$ cat src/core/lcdctl_defines.svh
// Constants for the segment LCD control block: field positions, reset values, divider counts.
// Assumes inclusion by bare name from core files only.
`ifndef LCDCTL_DEFINES_SVH
`define LCDCTL_DEFINES_SVH

// -----------------------------------------------------------------------------
// Control register fields
// -----------------------------------------------------------------------------
`define LCDCTL_CON_MUX_LSB      0
`define LCDCTL_CON_CS_LSB       2
`define LCDCTL_CON_BIAS_BIT     4
`define LCDCTL_CON_SLEEP_BIT    6
`define LCDCTL_CON_EN_BIT       7
`define LCDCTL_CON_RESET        8'h13
`define LCDCTL_PS_RESET         4'h0

// -----------------------------------------------------------------------------
// Source pre-dividers
// -----------------------------------------------------------------------------
`define LCDCTL_SYS_DIV          8192
`define LCDCTL_SLOW_DIV         32
`define LCDCTL_PHASES_PER_FRAME 4

`endif

$ cat src/core/lcdctl_pkg.sv
// Types shared by the segment LCD control block.
// Assumes nothing outside itself.
package lcdctl_pkg;
    typedef enum logic [1:0] {
        LCDCTL_MUX_STATIC,
        LCDCTL_MUX_HALF,
        LCDCTL_MUX_THIRD,
        LCDCTL_MUX_QUARTER
    } lcdctl_mux_t;

    typedef enum logic [1:0] {
        LCDCTL_CS_SYS,
        LCDCTL_CS_TIMER1,
        LCDCTL_CS_LFINT,
        LCDCTL_CS_LFINT_ALT
    } lcdctl_src_t;
endpackage

$ cat src/core/lcdctl_core.sv
// Segment LCD control block: control/prescale/segment/pixel state, frame timing, frame flag.
// Assumes oscillator ticks arrive as asynchronous levels; software ports are on clk_sys.
//
// Functional notes
// - The selected clock source is divided by the 4-bit frame prescale plus one.
// - A set segment-enable bit makes its pin a segment driver instead of its alternate use.
// - The 2-bit mux select picks the multiplex and bias mode for common and segment waves.
// - The 2-bit clock select picks which oscillator feeds frame timing.
// - The sleep bit decides whether the block keeps running in sleep.
// - Pixel data registers, 12 or 24 of them, hold one bit per pixel and are software writable.
// - The frame flag and its enable live in peripheral registers two; software clears the flag first.
// - The bias-pin enable connects the three bias voltage pins to the driver.
// - Writing all zeros to the control register stops timing, commons, segment drive and bias; segment pins keep output enable.
// - The source is system clock over 8192, or timer1 or low-frequency oscillator over 32.
// - In quarter mux the frame rate is the source over four times prescale plus one.
// - On reset the mux select is binary 11, quarter multiplex.
// - A set segment-enable bit overrides the pin's data direction.
`timescale 1ns/1ps
`include "lcdctl_defines.svh"
module lcdctl_core #(
    parameter int unsigned SEG_PINS   = 24,
    parameter int unsigned PIXEL_REGS = 12,
    parameter int unsigned SYS_DIV    = `LCDCTL_SYS_DIV
) (
    input  wire logic                  clk_sys,
    input  wire logic                  rst_n,
    input  wire logic                  sleep_mode,
    input  wire logic                  timer1_osc,
    input  wire logic                  low_freq_internal_osc,
    input  wire logic                  ctrl_we,
    input  wire logic [7:0]            ctrl_wdata,
    input  wire logic                  prescale_we,
    input  wire logic [3:0]            prescale_wdata,
    input  wire logic                  segen_we,
    input  wire logic [SEG_PINS-1:0]   segen_wdata,
    input  wire logic                  pixel_we,
    input  wire logic [$clog2(PIXEL_REGS)-1:0] pixel_addr,
    input  wire logic [7:0]            pixel_wdata,
    input  wire logic                  flag_clear,
    input  wire logic                  irq_enable_we,
    input  wire logic                  irq_enable_wdata,
    input  wire logic [SEG_PINS-1:0]   pin_dir_out,
    output logic [7:0]                 lcd_control_reg,
    output logic [3:0]                 frame_prescale_reg,
    output logic [SEG_PINS-1:0]        segment_enable_regs,
    output logic [7:0]                 pixel_rdata,
    output logic                       frame_irq_flag,
    output logic                       frame_irq_enable,
    output logic                       frame_irq,
    output logic [SEG_PINS-1:0]        segment_drive,
    output logic [SEG_PINS-1:0]        pin_oe_final,
    output logic [3:0]                 com_active,
    output logic [1:0]                 frame_phase,
    output logic                       frame_tick,
    output logic                       bias_voltage_pins_en,
    output logic                       running
);
    // -------------------------------------------------------------------------
    // Control state
    // -------------------------------------------------------------------------
    logic [7:0] pixel_mem_reg [PIXEL_REGS];
    logic       module_enable;
    logic       sleep_run_enable;
    logic       bias_pin_enable;
    lcdctl_pkg::lcdctl_mux_t mux_select;
    lcdctl_pkg::lcdctl_src_t clk_select;

    assign module_enable    = lcd_control_reg[`LCDCTL_CON_EN_BIT];
    assign sleep_run_enable = lcd_control_reg[`LCDCTL_CON_SLEEP_BIT];
    assign bias_pin_enable  = lcd_control_reg[`LCDCTL_CON_BIAS_BIT];
    assign mux_select = lcdctl_pkg::lcdctl_mux_t'(lcd_control_reg[`LCDCTL_CON_MUX_LSB +: 2]);
    assign clk_select = lcdctl_pkg::lcdctl_src_t'(lcd_control_reg[`LCDCTL_CON_CS_LSB +: 2]);

    // Writing all zeros clears the enable too, so the module stops at once.
    always_ff @(posedge clk_sys) begin
        if (!rst_n) begin
            lcd_control_reg <= `LCDCTL_CON_RESET;
        end else if (ctrl_we) begin
            lcd_control_reg <= ctrl_wdata;
        end
    end

    always_ff @(posedge clk_sys) begin
        if (!rst_n) begin
            frame_prescale_reg <= `LCDCTL_PS_RESET;
        end else if (prescale_we) begin
            frame_prescale_reg <= prescale_wdata;
        end
    end

    always_ff @(posedge clk_sys) begin
        if (!rst_n) begin
            segment_enable_regs <= '0;
        end else if (segen_we) begin
            segment_enable_regs <= segen_wdata;
        end
    end

    // Pixel bits are plain storage; unused ones serve as spare RAM.
    always_ff @(posedge clk_sys) begin
        if (!rst_n) begin
            for (int i = 0; i < PIXEL_REGS; i++) begin
                pixel_mem_reg[i] <= 8'h00;
            end
        end else if (pixel_we && (int'(pixel_addr) < PIXEL_REGS)) begin
            pixel_mem_reg[pixel_addr] <= pixel_wdata;
        end
    end

    assign pixel_rdata = (int'(pixel_addr) < PIXEL_REGS) ? pixel_mem_reg[pixel_addr] : 8'h00;

    // -------------------------------------------------------------------------
    // Oscillator synchronisers and edge detection
    // -------------------------------------------------------------------------
    logic [2:0] t1_sync_reg;
    logic [2:0] lf_sync_reg;
    logic       t1_rise;
    logic       lf_rise;

    always_ff @(posedge clk_sys) begin
        if (!rst_n) begin
            t1_sync_reg <= 3'h0;
            lf_sync_reg <= 3'h0;
        end else begin
            t1_sync_reg <= {t1_sync_reg[1:0], timer1_osc};
            lf_sync_reg <= {lf_sync_reg[1:0], low_freq_internal_osc};
        end
    end

    // Edges are taken between the second and third stages only.
    assign t1_rise = t1_sync_reg[1] & ~t1_sync_reg[2];
    assign lf_rise = lf_sync_reg[1] & ~lf_sync_reg[2];

    // -------------------------------------------------------------------------
    // Source selection and dividers
    // -------------------------------------------------------------------------
    logic src_tick;
    logic src_div_tick;
    logic slow_tick;
    logic sys_div_tick;
    logic use_sys;

    // In sleep every source halts unless the sleep bit is set; a system source is treated no differently.
    assign running = module_enable && (!sleep_mode || sleep_run_enable);
    assign use_sys = (clk_select == lcdctl_pkg::LCDCTL_CS_SYS);

    always_comb begin
        unique case (clk_select)
            lcdctl_pkg::LCDCTL_CS_SYS:    src_tick = 1'b1;
            lcdctl_pkg::LCDCTL_CS_TIMER1: src_tick = t1_rise;
            default:                      src_tick = lf_rise;
        endcase
    end

    // One divider serves both source rates; its limit follows the source.
    lcdctl_tick_div #(
        .DIV (SYS_DIV),
        .W   (14)
    ) u_src_div (
        .clk_sys   (clk_sys),
        .rst_n     (rst_n),
        .clear     (!running),
        .tick_in   (src_tick),
        .limit     (use_sys ? 14'(SYS_DIV - 1) : 14'(`LCDCTL_SLOW_DIV - 1)),
        .use_limit (1'b1),
        .tick_out  (src_div_tick)
    );
    assign slow_tick    = src_div_tick;
    assign sys_div_tick = src_div_tick;

    // Prescale stage: source over (prescale + 1) gives one phase tick.
    logic       phase_tick;
    logic [3:0] ps_count_reg;

    always_ff @(posedge clk_sys) begin
        if (!rst_n || !running) begin
            ps_count_reg <= 4'h0;
            phase_tick   <= 1'b0;
        end else begin
            phase_tick <= 1'b0;
            if (slow_tick || sys_div_tick) begin
                if (ps_count_reg >= frame_prescale_reg) begin
                    ps_count_reg <= 4'h0;
                    phase_tick   <= 1'b1;
                end else begin
                    ps_count_reg <= ps_count_reg + 4'h1;
                end
            end
        end
    end

    // -------------------------------------------------------------------------
    // Frame phase: four phase ticks per frame in every mode
    // -------------------------------------------------------------------------
    always_ff @(posedge clk_sys) begin
        if (!rst_n || !running) begin
            frame_phase <= 2'h0;
            frame_tick  <= 1'b0;
        end else begin
            frame_tick <= 1'b0;
            if (phase_tick) begin
                frame_phase <= frame_phase + 2'h1;
                frame_tick  <= (frame_phase == 2'(`LCDCTL_PHASES_PER_FRAME - 1));
            end
        end
    end

    // -------------------------------------------------------------------------
    // Frame flag and enable
    // -------------------------------------------------------------------------
    // A frame event in the clear cycle wins, so no boundary is lost.
    always_ff @(posedge clk_sys) begin
        if (!rst_n) begin
            frame_irq_flag <= 1'b0;
        end else if (frame_tick && module_enable) begin
            frame_irq_flag <= 1'b1;
        end else if (flag_clear) begin
            frame_irq_flag <= 1'b0;
        end
    end

    always_ff @(posedge clk_sys) begin
        if (!rst_n) begin
            frame_irq_enable <= 1'b0;
        end else if (irq_enable_we) begin
            frame_irq_enable <= irq_enable_wdata;
        end
    end

    assign frame_irq = frame_irq_flag & frame_irq_enable;

    // -------------------------------------------------------------------------
    // Pin ownership and common selection
    // -------------------------------------------------------------------------
    always_ff @(posedge clk_sys) begin
        if (!rst_n) begin
            bias_voltage_pins_en <= 1'b0;
            segment_drive        <= '0;
            pin_oe_final         <= '0;
            com_active           <= 4'h0;
        end else begin
            bias_voltage_pins_en <= bias_pin_enable && module_enable;
            segment_drive        <= module_enable ? segment_enable_regs : '0;
            // Segment pins always drive; other pins follow their direction bit.
            pin_oe_final         <= segment_enable_regs | pin_dir_out;
            if (!running) begin
                com_active <= 4'h0;
            end else begin
                unique case (mux_select)
                    lcdctl_pkg::LCDCTL_MUX_STATIC:  com_active <= 4'h1;
                    lcdctl_pkg::LCDCTL_MUX_HALF:    com_active <= 4'h3;
                    lcdctl_pkg::LCDCTL_MUX_THIRD:   com_active <= 4'h7;
                    lcdctl_pkg::LCDCTL_MUX_QUARTER: com_active <= 4'hF;
                endcase
            end
        end
    end
endmodule

$ cat src/core/lcdctl_tick_div.sv
// Tick divider: emits one-cycle pulse every DIV (or limit plus one when use_limit is set) qualified input ticks.
// Assumes tick_in is already in the clk_sys domain.
`timescale 1ns/1ps
module lcdctl_tick_div #(
    parameter int unsigned DIV = 32,
    parameter int unsigned W   = 13
) (
    input  wire logic         clk_sys,
    input  wire logic         rst_n,
    input  wire logic         clear,
    input  wire logic         tick_in,
    input  wire logic [W-1:0] limit,
    input  wire logic         use_limit,
    output logic              tick_out
);
    logic [W-1:0] count_reg;
    logic [W-1:0] top;

    assign top = use_limit ? limit : W'(DIV - 1);

    always_ff @(posedge clk_sys) begin
        if (!rst_n || clear) begin
            count_reg <= '0;
            tick_out  <= 1'b0;
        end else begin
            tick_out <= 1'b0;
            if (tick_in) begin
                if (count_reg >= top) begin
                    count_reg <= '0;
                    tick_out  <= 1'b1;
                end else begin
                    count_reg <= count_reg + W'(1);
                end
            end
        end
    end
endmodule

$ cat config.mk
export PLATFORM = sky130hd
export DESIGN_NAME = lcdctl_core
export DESIGN_NICKNAME = d
export VERILOG_FILES = /design/src/core/lcdctl_pkg.sv /design/src/core/lcdctl_core.sv /design/src/core/lcdctl_tick_div.sv
export VERILOG_INCLUDE_DIRS = /design/src /design/src/core
export SDC_FILE = /design/constraint.sdc
export NUM_CORES = 1
export LEC_CHECK = 0
export BUFFER_PORTS_ARGS = -buffer_cell sky130_fd_sc_hd__buf_2
export CAP_MARGIN = 20
export CORE_MARGIN = 4
export CORE_UTILIZATION = 45
export CTS_CLUSTER_DIAMETER = 40
export DETAILED_ROUTE_END_ITERATION = 10
export GPL_ROUTABILITY_DRIVEN = 0
export HOLD_SLACK_MARGIN = 0.1
export PLACE_DENSITY = 0.7
export SETUP_SLACK_MARGIN = 0.02
export SYNTH_ARGS = -nofsm -noshare
export SYNTH_HDL_FRONTEND = slang
export SYNTH_SLANG_ARGS = --single-unit
$ cat constraint.sdc
create_clock -name clk_sys -period 3.8 [get_ports clk_sys]
set_clock_uncertainty 0.05 [all_clocks]
set_input_delay 0.76 -clock clk_sys [delete_from_list [all_inputs] [get_ports clk_sys]]
set_output_delay 0.76 -clock clk_sys [all_outputs]
set_load 0.05 [all_outputs]
==> impl_metrics.env <==
export IMPL_drt_pass1_iterations=5
export IMPL_vias_per_cell=5.13
export IMPL_fin_nets=1014
export IMPL_cp_slowest_cell="mux4_2"
export IMPL_setup_viol=0
export IMPL_slew_viol_final=0
export IMPL_timing_final_crit_share=0.861
export IMPL_synth_edf_count=96
export IMPL_htree_levels=2
export IMPL_power_frac_comb=0.094
export IMPL_syn_area_um2=8970
export IMPL_antenna_found_initial=0
export IMPL_gr_total_overflow=0
export IMPL_period_needed_ns=3.27
export IMPL_synth_warnings=0
export IMPL_area_delta_synth_final_pct=25.2
export IMPL_yosysTopAreaCell="edfxtp_1"
export IMPL_grt_pass1_vias=6336
export IMPL_cts_root_buf="clkbuf_16"
export IMPL_cts_buffer_depth=3
export IMPL_hold_class="flip-flop to flip-flop"
export IMPL_peakVddDrop_mv=0.310
export IMPL_drc_errors=0
export IMPL_cp_arrival_ns=2.46
export IMPL_grt_max_degree=94
export IMPL_synth_area_leaders="edfxtp_1 (32%), dfxtp_1 (27%), and2_1 (7.7%)"
export IMPL_clockPowerShare=0.479
export IMPL_clk_latency_ns=0.50
export IMPL_vias=6181
export IMPL_r2r_slack_ns=1.34
export IMPL_intPower_mw=4.53
export IMPL_top_usage_layer="met2"
export IMPL_clkTransAtPathRegs_ns=0.05
export IMPL_reg2reg_depth=7
export IMPL_wl_per_cell_um=18.0
export IMPL_groute_layer_met1_usage=0.251
export IMPL_drtIter0Drc=385
export IMPL_coreArea_um2=19500
export IMPL_ios=188
export IMPL_required_ns=2.99
export IMPL_end_kind="primary output"
export IMPL_p_leak_nw=4.82
export IMPL_fp_row_count=51
export IMPL_worst_path_largest_cell_delay_ns=0.52
export IMPL_use_met3=0.0550
export IMPL_post_cts_buffers=0
export IMPL_finalSetupTns_ns=0
export IMPL_switching_share=0.256
export IMPL_cellPowerDensity_nw_per_um2=543
export IMPL_crit_top_cell="buf_2"
export IMPL_routed_wl_mm=21.7
export IMPL_hold_path_end="t1_sync_reg[1]"
export IMPL_status="finished, final reports clean"
export IMPL_use_met2=0.316
export IMPL_startpoint_type="primary input"
export IMPL_synth_seq_area_share=0.589
export IMPL_seqPwrFrac=0.427
export IMPL_path_class="primary input to primary output"
export IMPL_synth_top_area_share=0.322
export IMPL_antennaDiodeCount=0
export IMPL_relSlewSlack=0.292
export IMPL_cts_sinks=216
export IMPL_cp_cell_sequence="buf_2, buf_4, mux4_2, mux2i_1, o22ai_1, buf_2"
export IMPL_largest_register_ffs=96
export IMPL_syn_nets=824
export IMPL_ys_ff_latch=216
export IMPL_avgSynthCellArea_um2=12.4
export IMPL_async_flop_share=0
export IMPL_ys_dominant_reg_cell="dfxtp_1"
export IMPL_r2r_start="lcd_control_reg[3]"
export IMPL_cts_tree="built"
export IMPL_die_x_um=149
export IMPL_cts_hold_buf=0
export IMPL_max_cap_violations=0
export IMPL_worstMarginPinSlew_ns=1.05
export IMPL_die_h_um=149
export IMPL_synth_cell_type_count=45
export IMPL_io_buffer_count=187
export IMPL_track_usage=0.194
export IMPL_hold_violations=0
export IMPL_hold_path_cell_count=1
export IMPL_die_area_um2=22200
export IMPL_grt_pass1_wl_mm=33.8
export IMPL_rsz0062_at_grt="no"
export IMPL_cts_resized=0
export IMPL_ant_nets=0
export IMPL_clock_fmax_mhz=306
export IMPL_worstHoldStart="t1_sync_reg[0]"
export IMPL_r2r_end="u_src_div.count_reg[8]"
export IMPL_drive_gt1_frac=0.309
export IMPL_dp_hpwl_mm=15.1
export IMPL_p_switching_mw=1.56
export IMPL_initial_utilization=0.459
export IMPL_cts_made_buffers=34
export IMPL_final_util=0.575
export IMPL_worstPathMaxFanout=19
export IMPL_synthCells=725
## layer usage
metal / vias to the layer above / wire length [µm] / part of all wire
met3: 50 / 1730 / 0.080
met4: 0 / 535 / 0.025
met1: 2901 / 9130 / 0.42
li1: 2980 / - / -
met5: - / 0 / 0
met2: 250 / 10300 / 0.47
## synthesized netlist by cell type, types with 3 or more instances
library cell and number:
buf_1 3, inv_1 15, edfxtp_1 96, a211oi_1 5
and3_1 32, and2_1 110, ha_1 15, nand3_1 10
o21a_1 26, mux4_2 24, a21oi_1 9, nand4b_1 3
a31oi_1 7, clkbuf_1 32, nor2b_1 36, a21o_1 4
buf_2 9, o21ai_0 9, dfxtp_1 120, o211ai_1 3
mux2i_1 46, nand2b_1 9, nor4_1 4, nor3_1 5
nand2_1 24, o22ai_1 8, nor2_1 21, nand4_1 17
## layout make-up
class | instances | area (µm²)
sequential | 216 | 5290
tap | 265 | 332
clock buffer | 41 | 907
clock inverter | 20 | 190
multi-input combinational | 446 | 3410
fill | 1662 | 8300
timing repair buffer | 202 | 1050
inverter | 15 | 56.3
## stage by stage
stage / cells / hold slack (ns) / area, µm² / setup slack [ns] / total power [mW]
6_report: 1205 / 0.386 / 11200 / 0.528 / 6.10
5_1_grt: 1205 / 0.401 / 11200 / 0.360 / 6.32
4_1_cts: 1203 / 0.387 / 11200 / 0.508 / 6.17
3_5_place_dp: 1142 / 0.370 / 10100 / 0.510 / 3.23
3_3_place_gp: 1142 / 0.364 / 10100 / 0.513 / 3.22
2_1_floorplan: 725 / 0.362 / 8970 / 0.814 / 3.03
## critical path, delay by kind of cell
kind / cells / cell delay [ns]
buffers and inverters: 3 / 0.94
AOI/OAI and AO/OA: 1 / 0.09
muxes: 2 / 0.67
## power by group through the flow
stage                     Sequential [mW]  Combinational (mW)  Clock [mW]
final                                2.60               0.575        2.92
after floorplan                      2.77               0.262           0
after global placement               2.65               0.572           0
after detailed placement             2.65               0.577           0
after global routing                 2.61               0.614        3.09
after CTS                            2.60               0.578        2.99
## how the worst max path moves through the flow
| stage | start | to |
|---|---|---|
| finish | pixel_addr[0] | pixel_rdata[4] |
| global route | pixel_addr[0] | pixel_rdata[4] |
| CTS | pixel_addr[0] | pixel_rdata[4] |
| detailed placement | pixel_addr[0] | pixel_rdata[6] |
| global placement | pixel_addr[0] | pixel_rdata[3] |
| floorplan | pixel_addr[1] | pixel_rdata[4] |
## cell usage in the layout, fill, tap and decap left out, types with 3 or more instances in the layout
cell type	Yosys	routed
buf_4	2	13
nand4b_1	3	3
o22ai_1	8	8
dfxtp_1	120	120
nand2_1	24	24
inv_1	15	15
ha_1	15	15
inv_8	0	3
clkinvlp_4	0	5
nor4_1	4	4
o21ai_0	9	9
clkinv_2	0	4
a21oi_1	9	9
clkbuf_16	0	34
nand3_1	10	10
a31oi_1	7	7
o21a_1	26	26
nor2b_1	36	36
mux4_2	24	24
clkbuf_8	0	3
inv_6	0	4
clkbuf_1	32	4
and2_1	110	110
nor2_1	21	21
nand4_1	17	17
nor3_1	5	5
and3_1	32	32
a21o_1	4	4
mux2i_1	46	46
edfxtp_1	96	96
a211oi_1	5	5
nand2b_1	9	9
o211ai_1	3	3
buf_2	9	188
## logic make-up (layout without fill, tap and decap cells)
group,count (synthesis),after routing,share of synthesized area
AND/OR/NAND/NOR,278,278,0.182
flip-flops,216,216,0.589
adder cells (fa/ha/maj),15,15,0.0209
buffers and inverters,63,278,0.0301
multiplexers,70,70,0.112
XOR/XNOR,4,4,0.00391
AO/OA/AOI/OAI,79,79,0.0622
No activity file was read; power rests on OpenSTA's default activity.
